<file path="src/core/bgo_regs.vh">
// register map, fields, codes and reset values of the burst/gate sequencer
`ifndef BGO_REGS_VH
`define BGO_REGS_VH
// byte addresses, low 12 bits of paddr
`define BGO_AW 12
`define BGO_A_CTRL 12'h000
`define BGO_A_FREQ 12'h004
`define BGO_A_PHASE 12'h008
`define BGO_A_MARK 12'h00c
`define BGO_A_TPER 12'h010
`define BGO_A_TDLY 12'h014
`define BGO_A_LEVEL 12'h018
`define BGO_A_CMD 12'h01c
`define BGO_A_STAT 12'h020
// control fields
`define BGO_C_BURST 0
`define BGO_C_GATE 1
`define BGO_C_IDLE_LVL 2
`define BGO_C_SYNC_SEL 3
`define BGO_C_HALF 4
`define BGO_C_EXT_SRC 5
`define BGO_C_POL_LO 6
`define BGO_C_POL_HI 7
`define BGO_C_WAVE_LO 8
`define BGO_C_WAVE_HI 10
`define BGO_C_ACT_CH 11
`define BGO_C_RGATE 12
`define BGO_CTRL_MASK 32'h0000_1fff
// command fields
`define BGO_CMD_TRIG 0
// status fields
`define BGO_S_RUN 0
`define BGO_S_DELAY 1
`define BGO_S_LAMP 2
`define BGO_S_CONFLICT 3
`define BGO_S_CNT_LO 16
// external trigger polarity codes
`define BGO_POL_OFF 2'h0
`define BGO_POL_RISE 2'h1
`define BGO_POL_FALL 2'h2
// waveform codes
`define BGO_WV_SINE 3'h0
`define BGO_WV_SQUARE 3'h1
`define BGO_WV_NOISE 3'h2
`define BGO_WV_DC 3'h3
// square output levels
`define BGO_SQ_STOP 2'h0
`define BGO_SQ_HIGH 2'h1
`define BGO_SQ_LOW 2'h2
// reset values
`define BGO_CTRL_RST 32'h0000_0000
`define BGO_FREQ_RST 32'h0100_0000
`define BGO_PHASE_RST 32'h0000_0000
`define BGO_MARK_RST 16'h0002
`define BGO_TPER_RST 32'h0001_86a0
`define BGO_TDLY_RST 32'h0000_0000
`define BGO_LEVEL_RST 8'h00
`endif

</file>
<file path="src/core/bgo_ctrl.v">
// burst and gate oscillation sequencer with apb register file
`include "bgo_regs.vh"
`default_nettype none
module bgo_ctrl #(
	parameter CHANNEL_ID = 1'b0,
	parameter MARK_W = 16
) (
	// clock and reset
	input wire pclk,
	input wire presetn,
	// apb slave
	input wire psel,
	input wire penable,
	input wire pwrite,
	input wire [31:0] paddr,
	input wire [31:0] pwdata,
	output reg [31:0] prdata,
	output wire pready,
	output wire pslverr,
	// trigger pins
	input wire ext_trig_in,
	input wire manual_trigger_key,
	// waveform control towards the synthesis datapath
	output reg osc_active,
	output reg [31:0] wave_phase,
	output reg hold_stop_level,
	output reg [7:0] stop_level,
	output reg [1:0] square_level,
	// indicators
	output reg sync_out,
	output reg trig_lamp,
	output reg trig_accept
);
	localparam ST_IDLE = 2'h0;
	localparam ST_DELAY = 2'h1;
	localparam ST_RUN = 2'h2;
	localparam ST_STOP = 2'h3;

	reg [31:0] ctrl_q;
	reg [31:0] freq_q;
	reg [31:0] phase_cfg_q;
	reg [MARK_W-1:0] mark_q;
	reg [31:0] tper_q;
	reg [31:0] tdly_q;
	reg [7:0] lvl_q;
	reg remote_q;
	reg [1:0] state_q;
	reg [1:0] state_d;
	reg [MARK_W-1:0] cnt_q;
	reg [MARK_W-1:0] cnt_d;
	reg [31:0] dly_q;
	reg [31:0] dly_d;
	reg accept_d;
	reg [31:0] phase_q;
	reg [31:0] icnt_q;
	reg ext_s1_q, ext_s2_q, ext_s3_q, ext_lvl_q, ext_prev_q;
	reg man_s1_q, man_s2_q, man_s3_q, man_lvl_q, man_prev_q;
	reg [31:0] rd_d;
	reg hit;

	// configuration fields
	wire burst_en = ctrl_q[`BGO_C_BURST];
	wire gate_mode = ctrl_q[`BGO_C_GATE];
	wire idle_level_setting = ctrl_q[`BGO_C_IDLE_LVL];
	wire sync_output_select = ctrl_q[`BGO_C_SYNC_SEL];
	wire stop_unit_select = ctrl_q[`BGO_C_HALF];
	wire ext_src = ctrl_q[`BGO_C_EXT_SRC];
	wire [1:0] polarity = ctrl_q[`BGO_C_POL_HI:`BGO_C_POL_LO];
	wire [2:0] wave = ctrl_q[`BGO_C_WAVE_HI:`BGO_C_WAVE_LO];
	wire active_ch = ctrl_q[`BGO_C_ACT_CH];
	wire remote_gate = ctrl_q[`BGO_C_RGATE];
	wire is_noise = (wave == `BGO_WV_NOISE);
	wire is_dc = (wave == `BGO_WV_DC);
	wire is_square = (wave == `BGO_WV_SQUARE);

	// mode qualification
	wire trig_mode = burst_en & ~gate_mode &
		~is_noise & ~is_dc;
	wire gate_ok = burst_en & gate_mode & ~is_dc;
	wire conflict = burst_en & (gate_mode ? is_dc : (is_noise | is_dc));

	// apb slave, zero wait states
	wire [`BGO_AW-1:0] addr = paddr[`BGO_AW-1:0];
	wire wr_en = psel & penable & pwrite;
	wire [31:0] mark_ext = {{(32-MARK_W){1'b0}}, mark_q};
	wire [31:0] cnt_ext = {{(32-MARK_W){1'b0}}, cnt_q};
	wire running = (state_q == ST_RUN) | (state_q == ST_STOP);
	assign pready = 1'b1;
	assign pslverr = psel & penable & ~hit;

	always @* begin
		rd_d = 32'h0000_0000;
		hit = 1'b1;
		if (addr == `BGO_A_CTRL) begin
			rd_d = ctrl_q;
		end else if (addr == `BGO_A_FREQ) begin
			rd_d = freq_q;
		end else if (addr == `BGO_A_PHASE) begin
			rd_d = phase_cfg_q;
		end else if (addr == `BGO_A_MARK) begin
			rd_d = mark_ext;
		end else if (addr == `BGO_A_TPER) begin
			rd_d = tper_q;
		end else if (addr == `BGO_A_TDLY) begin
			rd_d = tdly_q;
		end else if (addr == `BGO_A_LEVEL) begin
			rd_d = {24'h00_0000, lvl_q};
		end else if (addr == `BGO_A_CMD) begin
			rd_d = 32'h0000_0000;
		end else if (addr == `BGO_A_STAT) begin
			rd_d[`BGO_S_RUN] = running;
			rd_d[`BGO_S_DELAY] = (state_q == ST_DELAY);
			rd_d[`BGO_S_LAMP] = trig_lamp;
			rd_d[`BGO_S_CONFLICT] = conflict;
			rd_d[31:`BGO_S_CNT_LO] = cnt_ext[31-`BGO_S_CNT_LO:0];
		end else begin
			hit = 1'b0;
		end
	end

	always @(posedge pclk or negedge presetn) begin
		if (!presetn) begin
			ctrl_q <= `BGO_CTRL_RST;
			freq_q <= `BGO_FREQ_RST;
			phase_cfg_q <= `BGO_PHASE_RST;
			mark_q <= `BGO_MARK_RST;
			tper_q <= `BGO_TPER_RST;
			tdly_q <= `BGO_TDLY_RST;
			lvl_q <= `BGO_LEVEL_RST;
			remote_q <= 1'b0;
			prdata <= 32'h0000_0000;
		end else begin
			remote_q <= wr_en & (addr == `BGO_A_CMD) &
				pwdata[`BGO_CMD_TRIG];
			if (psel & ~penable) begin
				prdata <= rd_d;
			end
			if (wr_en) begin
				if (addr == `BGO_A_CTRL) begin
					ctrl_q <= pwdata & `BGO_CTRL_MASK;
				end else if (addr == `BGO_A_FREQ) begin
					freq_q <= pwdata;
				end else if (addr == `BGO_A_PHASE) begin
					phase_cfg_q <= pwdata;
				end else if (addr == `BGO_A_MARK) begin
					mark_q <= pwdata[MARK_W-1:0];
				end else if (addr == `BGO_A_TPER) begin
					tper_q <= pwdata;
				end else if (addr == `BGO_A_TDLY) begin
					tdly_q <= pwdata;
				end else if (addr == `BGO_A_LEVEL) begin
					lvl_q <= pwdata[7:0];
				end
			end
		end
	end

	// pin synchronisers, a change counts once stages two and three agree
	always @(posedge pclk or negedge presetn) begin
		if (!presetn) begin
			ext_s1_q <= 1'b0;
			ext_s2_q <= 1'b0;
			ext_s3_q <= 1'b0;
			ext_lvl_q <= 1'b0;
			ext_prev_q <= 1'b0;
			man_s1_q <= 1'b0;
			man_s2_q <= 1'b0;
			man_s3_q <= 1'b0;
			man_lvl_q <= 1'b0;
			man_prev_q <= 1'b0;
		end else begin
			ext_s1_q <= ext_trig_in;
			ext_s2_q <= ext_s1_q;
			ext_s3_q <= ext_s2_q;
			if (ext_s2_q == ext_s3_q) begin
				ext_lvl_q <= ext_s3_q;
			end
			ext_prev_q <= ext_lvl_q;
			man_s1_q <= manual_trigger_key;
			man_s2_q <= man_s1_q;
			man_s3_q <= man_s2_q;
			if (man_s2_q == man_s3_q) begin
				man_lvl_q <= man_s3_q;
			end
			man_prev_q <= man_lvl_q;
		end
	end

	// internal trigger oscillator
	wire int_wrap = (icnt_q >= tper_q - 32'h0000_0001);
	wire int_pulse = int_wrap & (tper_q != 32'h0000_0000);
	wire int_gate = (icnt_q < (tper_q >> 1));

	always @(posedge pclk or negedge presetn) begin
		if (!presetn) begin
			icnt_q <= 32'h0000_0000;
		end else if (int_wrap) begin
			icnt_q <= 32'h0000_0000;
		end else begin
			icnt_q <= icnt_q + 32'h0000_0001;
		end
	end

	// trigger and gate sources
	wire ext_rise = ext_lvl_q & ~ext_prev_q;
	wire ext_fall = ~ext_lvl_q & ext_prev_q;
	wire ext_pulse = ((polarity == `BGO_POL_RISE) & ext_rise) |
		((polarity == `BGO_POL_FALL) & ext_fall);
	wire ext_gate = ((polarity == `BGO_POL_RISE) & ext_lvl_q) |
		((polarity == `BGO_POL_FALL) & ~ext_lvl_q);
	wire man_mine = (active_ch == CHANNEL_ID);
	wire man_pulse = man_mine & man_lvl_q & ~man_prev_q;
	wire man_gate = man_mine & man_lvl_q;
	wire del_pulse = ext_src ? ext_pulse : int_pulse;
	wire imm_pulse = man_pulse | remote_q;
	wire src_gate = ext_src ? ext_gate : int_gate;
	wire gate_on = src_gate | man_gate | remote_gate;

	// phase crossings relative to the start/stop phase
	wire [31:0] phase_nx = phase_q + freq_q;
	wire [31:0] rel_now = phase_q - phase_cfg_q;
	wire [31:0] rel_nx = phase_nx - phase_cfg_q;
	wire half_x = running & (rel_now[31] ^ rel_nx[31]);
	wire full_x = running & rel_now[31] & ~rel_nx[31];
	wire stop_hit = stop_unit_select ? half_x : full_x;

	always @* begin
		state_d = state_q;
		cnt_d = cnt_q;
		dly_d = dly_q;
		accept_d = 1'b0;
		case (state_q)
			ST_IDLE: begin
				if (trig_mode & (mark_q != {MARK_W{1'b0}}) &
					imm_pulse) begin
					state_d = ST_RUN;
					cnt_d = mark_q;
					accept_d = 1'b1;
				end else if (trig_mode & (mark_q != {MARK_W{1'b0}}) &
					del_pulse) begin
					accept_d = 1'b1;
					cnt_d = mark_q;
					if (tdly_q == 32'h0000_0000) begin
						state_d = ST_RUN;
					end else begin
						state_d = ST_DELAY;
						dly_d = tdly_q - 32'h0000_0001;
					end
				end else if (gate_ok & gate_on) begin
					state_d = ST_RUN;
				end
			end
			ST_DELAY: begin
				if (!trig_mode) begin
					state_d = ST_IDLE;
				end else if (dly_q == 32'h0000_0000) begin
					state_d = ST_RUN;
				end else begin
					dly_d = dly_q - 32'h0000_0001;
				end
			end
			ST_RUN: begin
				if (!(trig_mode | gate_ok)) begin
					state_d = ST_IDLE;
				end else if (!gate_mode) begin
					if (half_x) begin
						cnt_d = cnt_q - {{(MARK_W-1){1'b0}}, 1'b1};
						if (cnt_q == {{(MARK_W-1){1'b0}}, 1'b1}) begin
							state_d = ST_IDLE;
						end
					end
				end else if (!gate_on) begin
					if (is_noise | stop_hit) begin
						state_d = ST_IDLE;
					end else begin
						state_d = ST_STOP;
					end
				end
			end
			ST_STOP: begin
				if (!gate_ok) begin
					state_d = ST_IDLE;
				end else if (gate_on) begin
					state_d = ST_RUN;
				end else if (stop_hit) begin
					state_d = ST_IDLE;
				end
			end
			default: begin
				state_d = ST_IDLE;
			end
		endcase
	end

	always @(posedge pclk or negedge presetn) begin
		if (!presetn) begin
			state_q <= ST_IDLE;
			cnt_q <= {MARK_W{1'b0}};
			dly_q <= 32'h0000_0000;
			phase_q <= 32'h0000_0000;
		end else begin
			state_q <= state_d;
			cnt_q <= cnt_d;
			dly_q <= dly_d;
			// idle parks the accumulator on the start/stop phase
			if (running) begin
				phase_q <= phase_nx;
			end else begin
				phase_q <= phase_cfg_q;
			end
		end
	end

	// registered outputs
	wire stopped = ~running;
	wire hold_d = stopped & (idle_level_setting | is_noise);
	reg [1:0] sq_d;
	always @* begin
		if (hold_d) begin
			sq_d = `BGO_SQ_STOP;
		end else if (phase_q[31]) begin
			sq_d = `BGO_SQ_LOW;
		end else begin
			sq_d = `BGO_SQ_HIGH;
		end
	end

	always @(posedge pclk or negedge presetn) begin
		if (!presetn) begin
			osc_active <= 1'b0;
			wave_phase <= 32'h0000_0000;
			hold_stop_level <= 1'b0;
			stop_level <= `BGO_LEVEL_RST;
			square_level <= `BGO_SQ_HIGH;
			sync_out <= 1'b1;
			trig_lamp <= 1'b0;
			trig_accept <= 1'b0;
		end else begin
			osc_active <= running;
			wave_phase <= phase_q;
			hold_stop_level <= hold_d;
			stop_level <= lvl_q;
			square_level <= is_square ? sq_d : `BGO_SQ_STOP;
			if (sync_output_select) begin
				sync_out <= stopped;
			end else begin
				sync_out <= ~phase_q[31];
			end
			trig_accept <= accept_d;
			trig_lamp <= (~gate_mode & (state_d != ST_IDLE)) |
				(gate_ok & gate_on);
		end
	end
endmodule
`default_nettype wire

</file>
<file path="config.mk">
export PLATFORM = sky130hd
export DESIGN_NAME = bgo_ctrl
export DESIGN_NICKNAME = d
export VERILOG_FILES = /design/src/core/bgo_ctrl.v
export VERILOG_INCLUDE_DIRS = /design/src /design/src/core
export SDC_FILE = /design/constraint.sdc
export NUM_CORES = 1
export LEC_CHECK = 0
export ABC_CLOCK_PERIOD_IN_PS = 7100
export BUFFER_PORTS_ARGS = -buffer_cell sky130_fd_sc_hd__buf_2
export CORE_MARGIN = 8
export CORE_UTILIZATION = 45
export CTS_CLUSTER_DIAMETER = 150
export DETAILED_ROUTE_END_ITERATION = 8
export SYNTH_ARGS = -nofsm -noshare
export SYNTH_HDL_FRONTEND = slang
export SYNTH_SLANG_ARGS = --single-unit
</file>
<file path="constraint.sdc">
create_clock -name pclk -period 7.1 [get_ports pclk]
set_clock_uncertainty 0.2 [all_clocks]
set_input_delay 0.355 -clock pclk [delete_from_list [all_inputs] [get_ports pclk]]
set_output_delay 0.355 -clock pclk [all_outputs]
set_load 0.03 [all_outputs]
</file>
# [Word level (Yosys, flattened, before mapping)]
# Cells that the tools add are included.
[totals] reg_bits=369 in_bits=71 output_inout_bits=81 word_cells=209
[classes] addsub=8 n_lt_le_gt_ge=2 n_eq_ne=28 n_mux=61 bitwise_logic=60 reduce_logical=18
[op_table] cell="$mux W32" n=14
[op_table] cell="$mux W16" n=7
[op_table] cell="$sub A32 B1 Y32 const B" n=3
[op_table] cell="$logic_not A32 Y1" n=2
[op_table] cell="$pmux W32 S2" n=1
[op_table] cell="$sub A32 B32 Y32" n=2
[op_table] cell="$eq A12 B5 Y1 const B" n=4
[op_table] cell="$mux W2" n=18
[op_table] cell="$add A32 B1 Y32 const B" n=1
[op_table] cell="$add A32 B32 Y32" n=1
[op_table] cell="$ge A32 B32 Y1" n=1
[op_table] cell="$lt A32 B31 Y1" n=1
[op_table] cell="$pmux W16 S2" n=1
[op_table] cell="$reduce_bool A32 Y1" n=1
[op_table] cell="$and A1 B1 Y1" n=30
[op_table] cell="$eq A12 B4 Y1 const B" n=2
[op_table] cell="$not A1 Y1" n=18
[op_table] cell="$mux W1" n=17
[op_table] cell="$eq A16 B1 Y1 const B" n=1
[op_table] cell="$reduce_bool A16 Y1" n=1
[op_table] cell="$sub A16 B1 Y16 const B" n=1
[op_table] cell="$ne A2 B2 Y1 const B" n=7
[op_table] cell="$eq A12 B3 Y1 const B" n=1
[op_table] cell="$eq A12 B6 Y1 const B" n=1
[op_table] cell="21 further kinds" n=41

# [Depth between registers and ports, before layout]
[depth] word_depth=14 depth_mapped=25 depth_no_buf=23

# [Worst setup path before layout]
# OpenSTA, ideal clock, no wires.
[synth_path] path_type="register to register" start="reg freq_q[0]" end="reg cnt_q[11]" setup_ns=0.138 t_arrival_ns=4.823 t_required_ns=6.762 path_slack_ns=1.939 stages_incl_launch_ff=26 path_cell_list="dfrtp_1 > ha_1 > inv_1 > fa_1 > nor2b_1 > o2111ai_1 > a21oi_1 > o21ai_0 > o31ai_1 > a211o_1 > a21oi_1 > o21ai_0 > xnor2_1 > ha_1 > and4_1 > and3_1 > a2111oi_0 > o21ai_0 > a21oi_1 > a21oi_1 > or3_4 > and4_1 > buf_6 > nor2_8 > buf_8 > o221ai_1"
[synth_between] elab_chain_len=6
[synth_rtl] element="start, declared" line="bgo_ctrl.v:40" source="reg [31:0] freq_q;"
[synth_rtl] element="start signal, assigned" line="bgo_ctrl.v:124" source="freq_q <= `BGO_FREQ_RST;"
[synth_rtl] element="start signal, assigned" line="bgo_ctrl.v:142" source="freq_q <= pwdata;"
[synth_rtl] element="$add A32 B32 Y32" line="bgo_ctrl.v:220" source="wire [31:0] phase_nx = phase_q + freq_q;"
[synth_rtl] element="$sub A32 B32 Y32" line="bgo_ctrl.v:222" source="wire [31:0] rel_nx = phase_nx - phase_cfg_q;"
[synth_rtl] element="$xor A1 B1 Y1" line="bgo_ctrl.v:223" source="wire half_x = running & (rel_now[31] ^ rel_nx[31]);"
[synth_rtl] element="$and A1 B1 Y1" line="bgo_ctrl.v:223"
[synth_rtl] element="$ne A2 B2 Y1 (no line)"
[synth_rtl] element="$reduce_and A5 Y1 (no line)"
[synth_rtl] element="end signal, assigned" line="bgo_ctrl.v:298" source="cnt_q <= {MARK_W{1'b0}};"
[synth_rtl] element="end signal, assigned" line="bgo_ctrl.v:303" source="cnt_q <= cnt_d;"
[synth_rtl] element="end, declared" line="bgo_ctrl.v:49" source="reg [MARK_W-1:0] cnt_q;"
# Every way passes these cells.
# A chain may end at the register's enable or synchronous reset.

# [Final worst setup path]
[layout_path] start="reg freq_q[0]" end="reg cnt_q[8]"
# The elaborated chain is that of the path after synthesis.

==> impl_results.md <==
- Status: finished, final reports clean
- Drt total wl: 67900 um
- Area Growth Syn to Fin: 14.7%
- Standard-cell rows: 81
- Drt first pass iters: 7
- Clk Latency, worst-skew pair: roughly 0.59 ns
- Fraction of registers with async set/reset: 100%
- Reg clk slew, reported paths: 0.06 ns
- Clock Power Share: 50.0%
- Seq pwr share: between 40% and 50%
- CTS resizes: 0
- Post-synth EDFFs: 0
- Synth Instances: around 2300
- Synth unique cells: 89
- # Max-Cap Violations: 0
- Placed inst area: 23500 um2
- Maximum clock frequency: 151 MHz
- Gpl congestion: 0.926
- Global-route usage over all layers: 23.6%
- Hpwl dp: 50500 um
- Vias per inst: just under 6
- Critical path cell sequence: ha_1 -> inv_1 -> fa_1 -> nor2b_1 -> o2111ai_1 -> a21oi_1 -> o21ai_0 -> o31ai_1 -> buf_4 -> o2bb2ai_1 -> o31ai_1 -> a2111o_1 -> o311ai_0 -> ha_1 -> and4_1 -> a221oi_1 -> o21ai_0 -> a21oi_1 -> a21oi_1 -> o21ai_0 -> and4_1 -> nor2_8 -> a2bb2oi_1
- Die W: between 200 and 250 um
- Critical Path End Type: flip-flop
- Synthesized area per cell: 9.70 um2
- Pins over their slew limit: 0
- Setup_tns: 0 ns
- Min cycle time layout: 6.63 ns
- CTS buffer count: 43
- Port Buffer Count: 130
- Most common cell after layout, fill and taps aside: dfrtp_1
- Least-Margin Pin Slew: approximately 1.2 ns
- Wire per inst: 21.8 um
- Initial core utilization: 45.4%
- Starting DRT DRC Count: 1619
- Critical path class: flip-flop to flip-flop
- Syn nets: about 2500
- Sw Pwr: 1.13 mW
- Core area: 48700 um2
- Chip height: between 200 and 250 um
- DR DRC count: 0
- Period utilization: around 93%
- Seq/Total Area, Yosys: 41.8%
- Post-layout net count: approximately 2700
- Worst-path maximum fanout: 15
- Ys Warns: 0
- Top_reg_cell synth: dfrtp_1
- CP max-delay cell: and4_1
- H-tree depth: 2
- Worst Setup Start Kind: flip-flop
- Arrival @ worst endpoint: 6.89 ns
- Final Hold Viols: 0
- Final Instance Area: 25400 um2
- Share of cells above drive strength 1: around 18%
- Initial antenna violation count: 1
- Hold_ws: 0.0478 ns
- RSZ-0062 raised after global routing: false
- Synthesized area: 22100 um2
- Max incr delay on CP: 0.84 ns
- LEAKAGE: 11.9 nW
- Post-DRT Antenna Nets: 0
- Crit path required time: 7.36 ns
- Largest net degree at the start of global routing: 157
- CTS Root Cell: clkbuf_16
- Vias in the first global route: 18348
- Combinational share of power: around 5.3%
- Global-route wire length before repair: 105000 um
- Gr ovfl total: 0
- Commonest non-fill, non-tap cells in the layout: 358 x dfrtp_1, 200 x nand2_1, 178 x nor2_1
- Worst min path class: input port to flip-flop
- Crit path max-delay family: compound AO/OA/AOI/OAI gates
- Yosys reg bits: between 300 and 400
- Headroom to the max-slew limit: 18.0%
- Switching share of total power: 23.7%
- Die area: 56500 um2
- Routed via count: 18393
- Pint: 3.63 mW
- TritonCTS clock tree: done
- CP bufs+invs: 2
- CTS Buffer Depth: 3
- Power Dens Cells: 187 nW/um2
- Final setup vio count: 0
- Max VDD drop: 0.000150 V
- # IOs: 152
- CTS sink cnt: 369
[routing by layer]
metal	vias to the layer above	routed length [um]	share of wire [%]	GRT usage, %
li1	8636	-	-	-
met1	9131	30100	44	31.3
met2	518	31600	46	38.5
met3	108	4150	6.1	4.02
met4	0	2170	3.2	8.43
met5	-	0	0	0
[synthesized netlist by cell type, types with 15 or more instances]
cell type | instances | area, um2
a21oi_1 | 159 | 796
a221oi_1 | 31 | 272
xnor2_1 | 64 | 561
a21o_1 | 41 | 308
nand2b_1 | 18 | 113
ha_1 | 158 | 1980
nand2_1 | 200 | 751
xor2_1 | 23 | 201
clkbuf_1 | 64 | 240
buf_1 | 15 | 56.3
nor2_1 | 181 | 679
nand3_1 | 50 | 250
dfrtp_1 | 359 | 8980
or3_1 | 25 | 156
nand4_1 | 29 | 181
o31ai_1 | 19 | 143
o21ai_0 | 159 | 796
inv_1 | 107 | 402
nor3_1 | 81 | 405
and3_1 | 18 | 113
mux2_2 | 148 | 1670
mux2i_1 | 45 | 450
nor4_1 | 29 | 181
[metrics by stage]
stage | total power [mW] | cells | utilization (%) | setup WS (ns)
floorplan | 2.27 | 2281 | - | 1.94
global placement | 2.40 | 3007 | 48.2 | 0.675
detailed placement | 2.40 | 3007 | 48.2 | 0.533
CTS | 4.81 | 3121 | 52.0 | 0.485
global route | 4.92 | 3121 | 52.0 | 0.0189
finish | 4.75 | 3122 | 52.1 | 0.471
[path summary, 6_finish.rpt]
kind	start	to	slack, ns	cells after the start
max	freq_q[0]$_DFFE_PN0P_	cnt_q[8]$_DFFE_PN0P_	0.47	23
min	pwdata[31]	tdly_q[31]$_DFFE_PN0P_	0.05	2
max reg2reg	freq_q[0]$_DFFE_PN0P_	cnt_q[8]$_DFFE_PN0P_	0.47	23
min reg2reg	man_s1_q$_DFF_PN0_	man_s2_q$_DFF_PN0_	0.15	0
max in group asynchronous	presetn	phase_q[23]$_DFF_PN0_	5.23	3
min in group asynchronous	presetn	dly_q[3]$_DFFE_PN0P_	0.15	2
[area by class of cell]
cell class                 instances  area [um2]
fill                            4400       23400
tap                              664         831
clock inverter                    20         288
antenna                            1        2.50
multi-input combinational       1709       12100
timing repair buffer             191        1230
clock buffer                      60        1250
sequential                       369        9250
inverter                         108         405
[cells by family after synthesis]
family | share of synthesized area [%]
and+or+nand+nor | 15.1
AOI/OAI and AO/OA | 16.9
DFF | 41.8
buffers and inverters | 3.68
muxes | 9.97
adders and majority gates | 9.12
xor gates and xnor gates | 3.44
other | 0.0169
[power groups by stage]
| stage | Combinational [mW] | Clock (mW) | Sequential [mW] |
|---|---|---|---|
| 2_1_floorplan | 0.105 | 0 | 2.17 |
| 3_3_place_gp | 0.233 | 0 | 2.16 |
| 3_5_place_dp | 0.237 | 0 | 2.16 |
| 4_1_cts | 0.254 | 2.43 | 2.13 |
| 5_1_grt | 0.278 | 2.51 | 2.13 |
| 6_report | 0.251 | 2.37 | 2.13 |
[flip-flops by register name, indices dropped and copies added, names as in the netlist, 2 cells and up]
| register | count |
|---|---|
| mark_q | 16 |
| lvl_q | 8 |
| phase_q | 32 |
| state_q | 2 |
| square_level | 2 |
| tdly_q | 32 |
| prdata | 32 |
| icnt_q | 32 |
| tper_q | 32 |
| dly_q | 32 |
| cnt_q | 16 |
| wave_phase | 32 |
| ctrl_q | 13 |
| freq_q | 32 |
| phase_cfg_q | 32 |
| stop_level | 8 |
[worst reg2reg max path, stage by stage, from the launching register on]
cell and delay [ns]:
dfrtp_1 0.39, ha_1 0.22, inv_1 0.07, fa_1 0.40, nor2b_1 0.19, o2111ai_1 0.15, a21oi_1 0.23, o21ai_0 0.23
o31ai_1 0.26, buf_4 0.18, o2bb2ai_1 0.21, o31ai_1 0.15, a2111o_1 0.39, o311ai_0 0.15, ha_1 0.34, and4_1 0.18
a221oi_1 0.40, o21ai_0 0.17, a21oi_1 0.36, a21oi_1 0.11, o21ai_0 0.34, and4_1 0.84, nor2_8 0.15, a2bb2oi_1 0.19
[timing repair]
item                                   CTS  global route
endpoints found under the hold margin  250             0
buffers inserted                         0             0
hold buffers                            34             0
No activity file was read; power rests on OpenSTA's default activity.
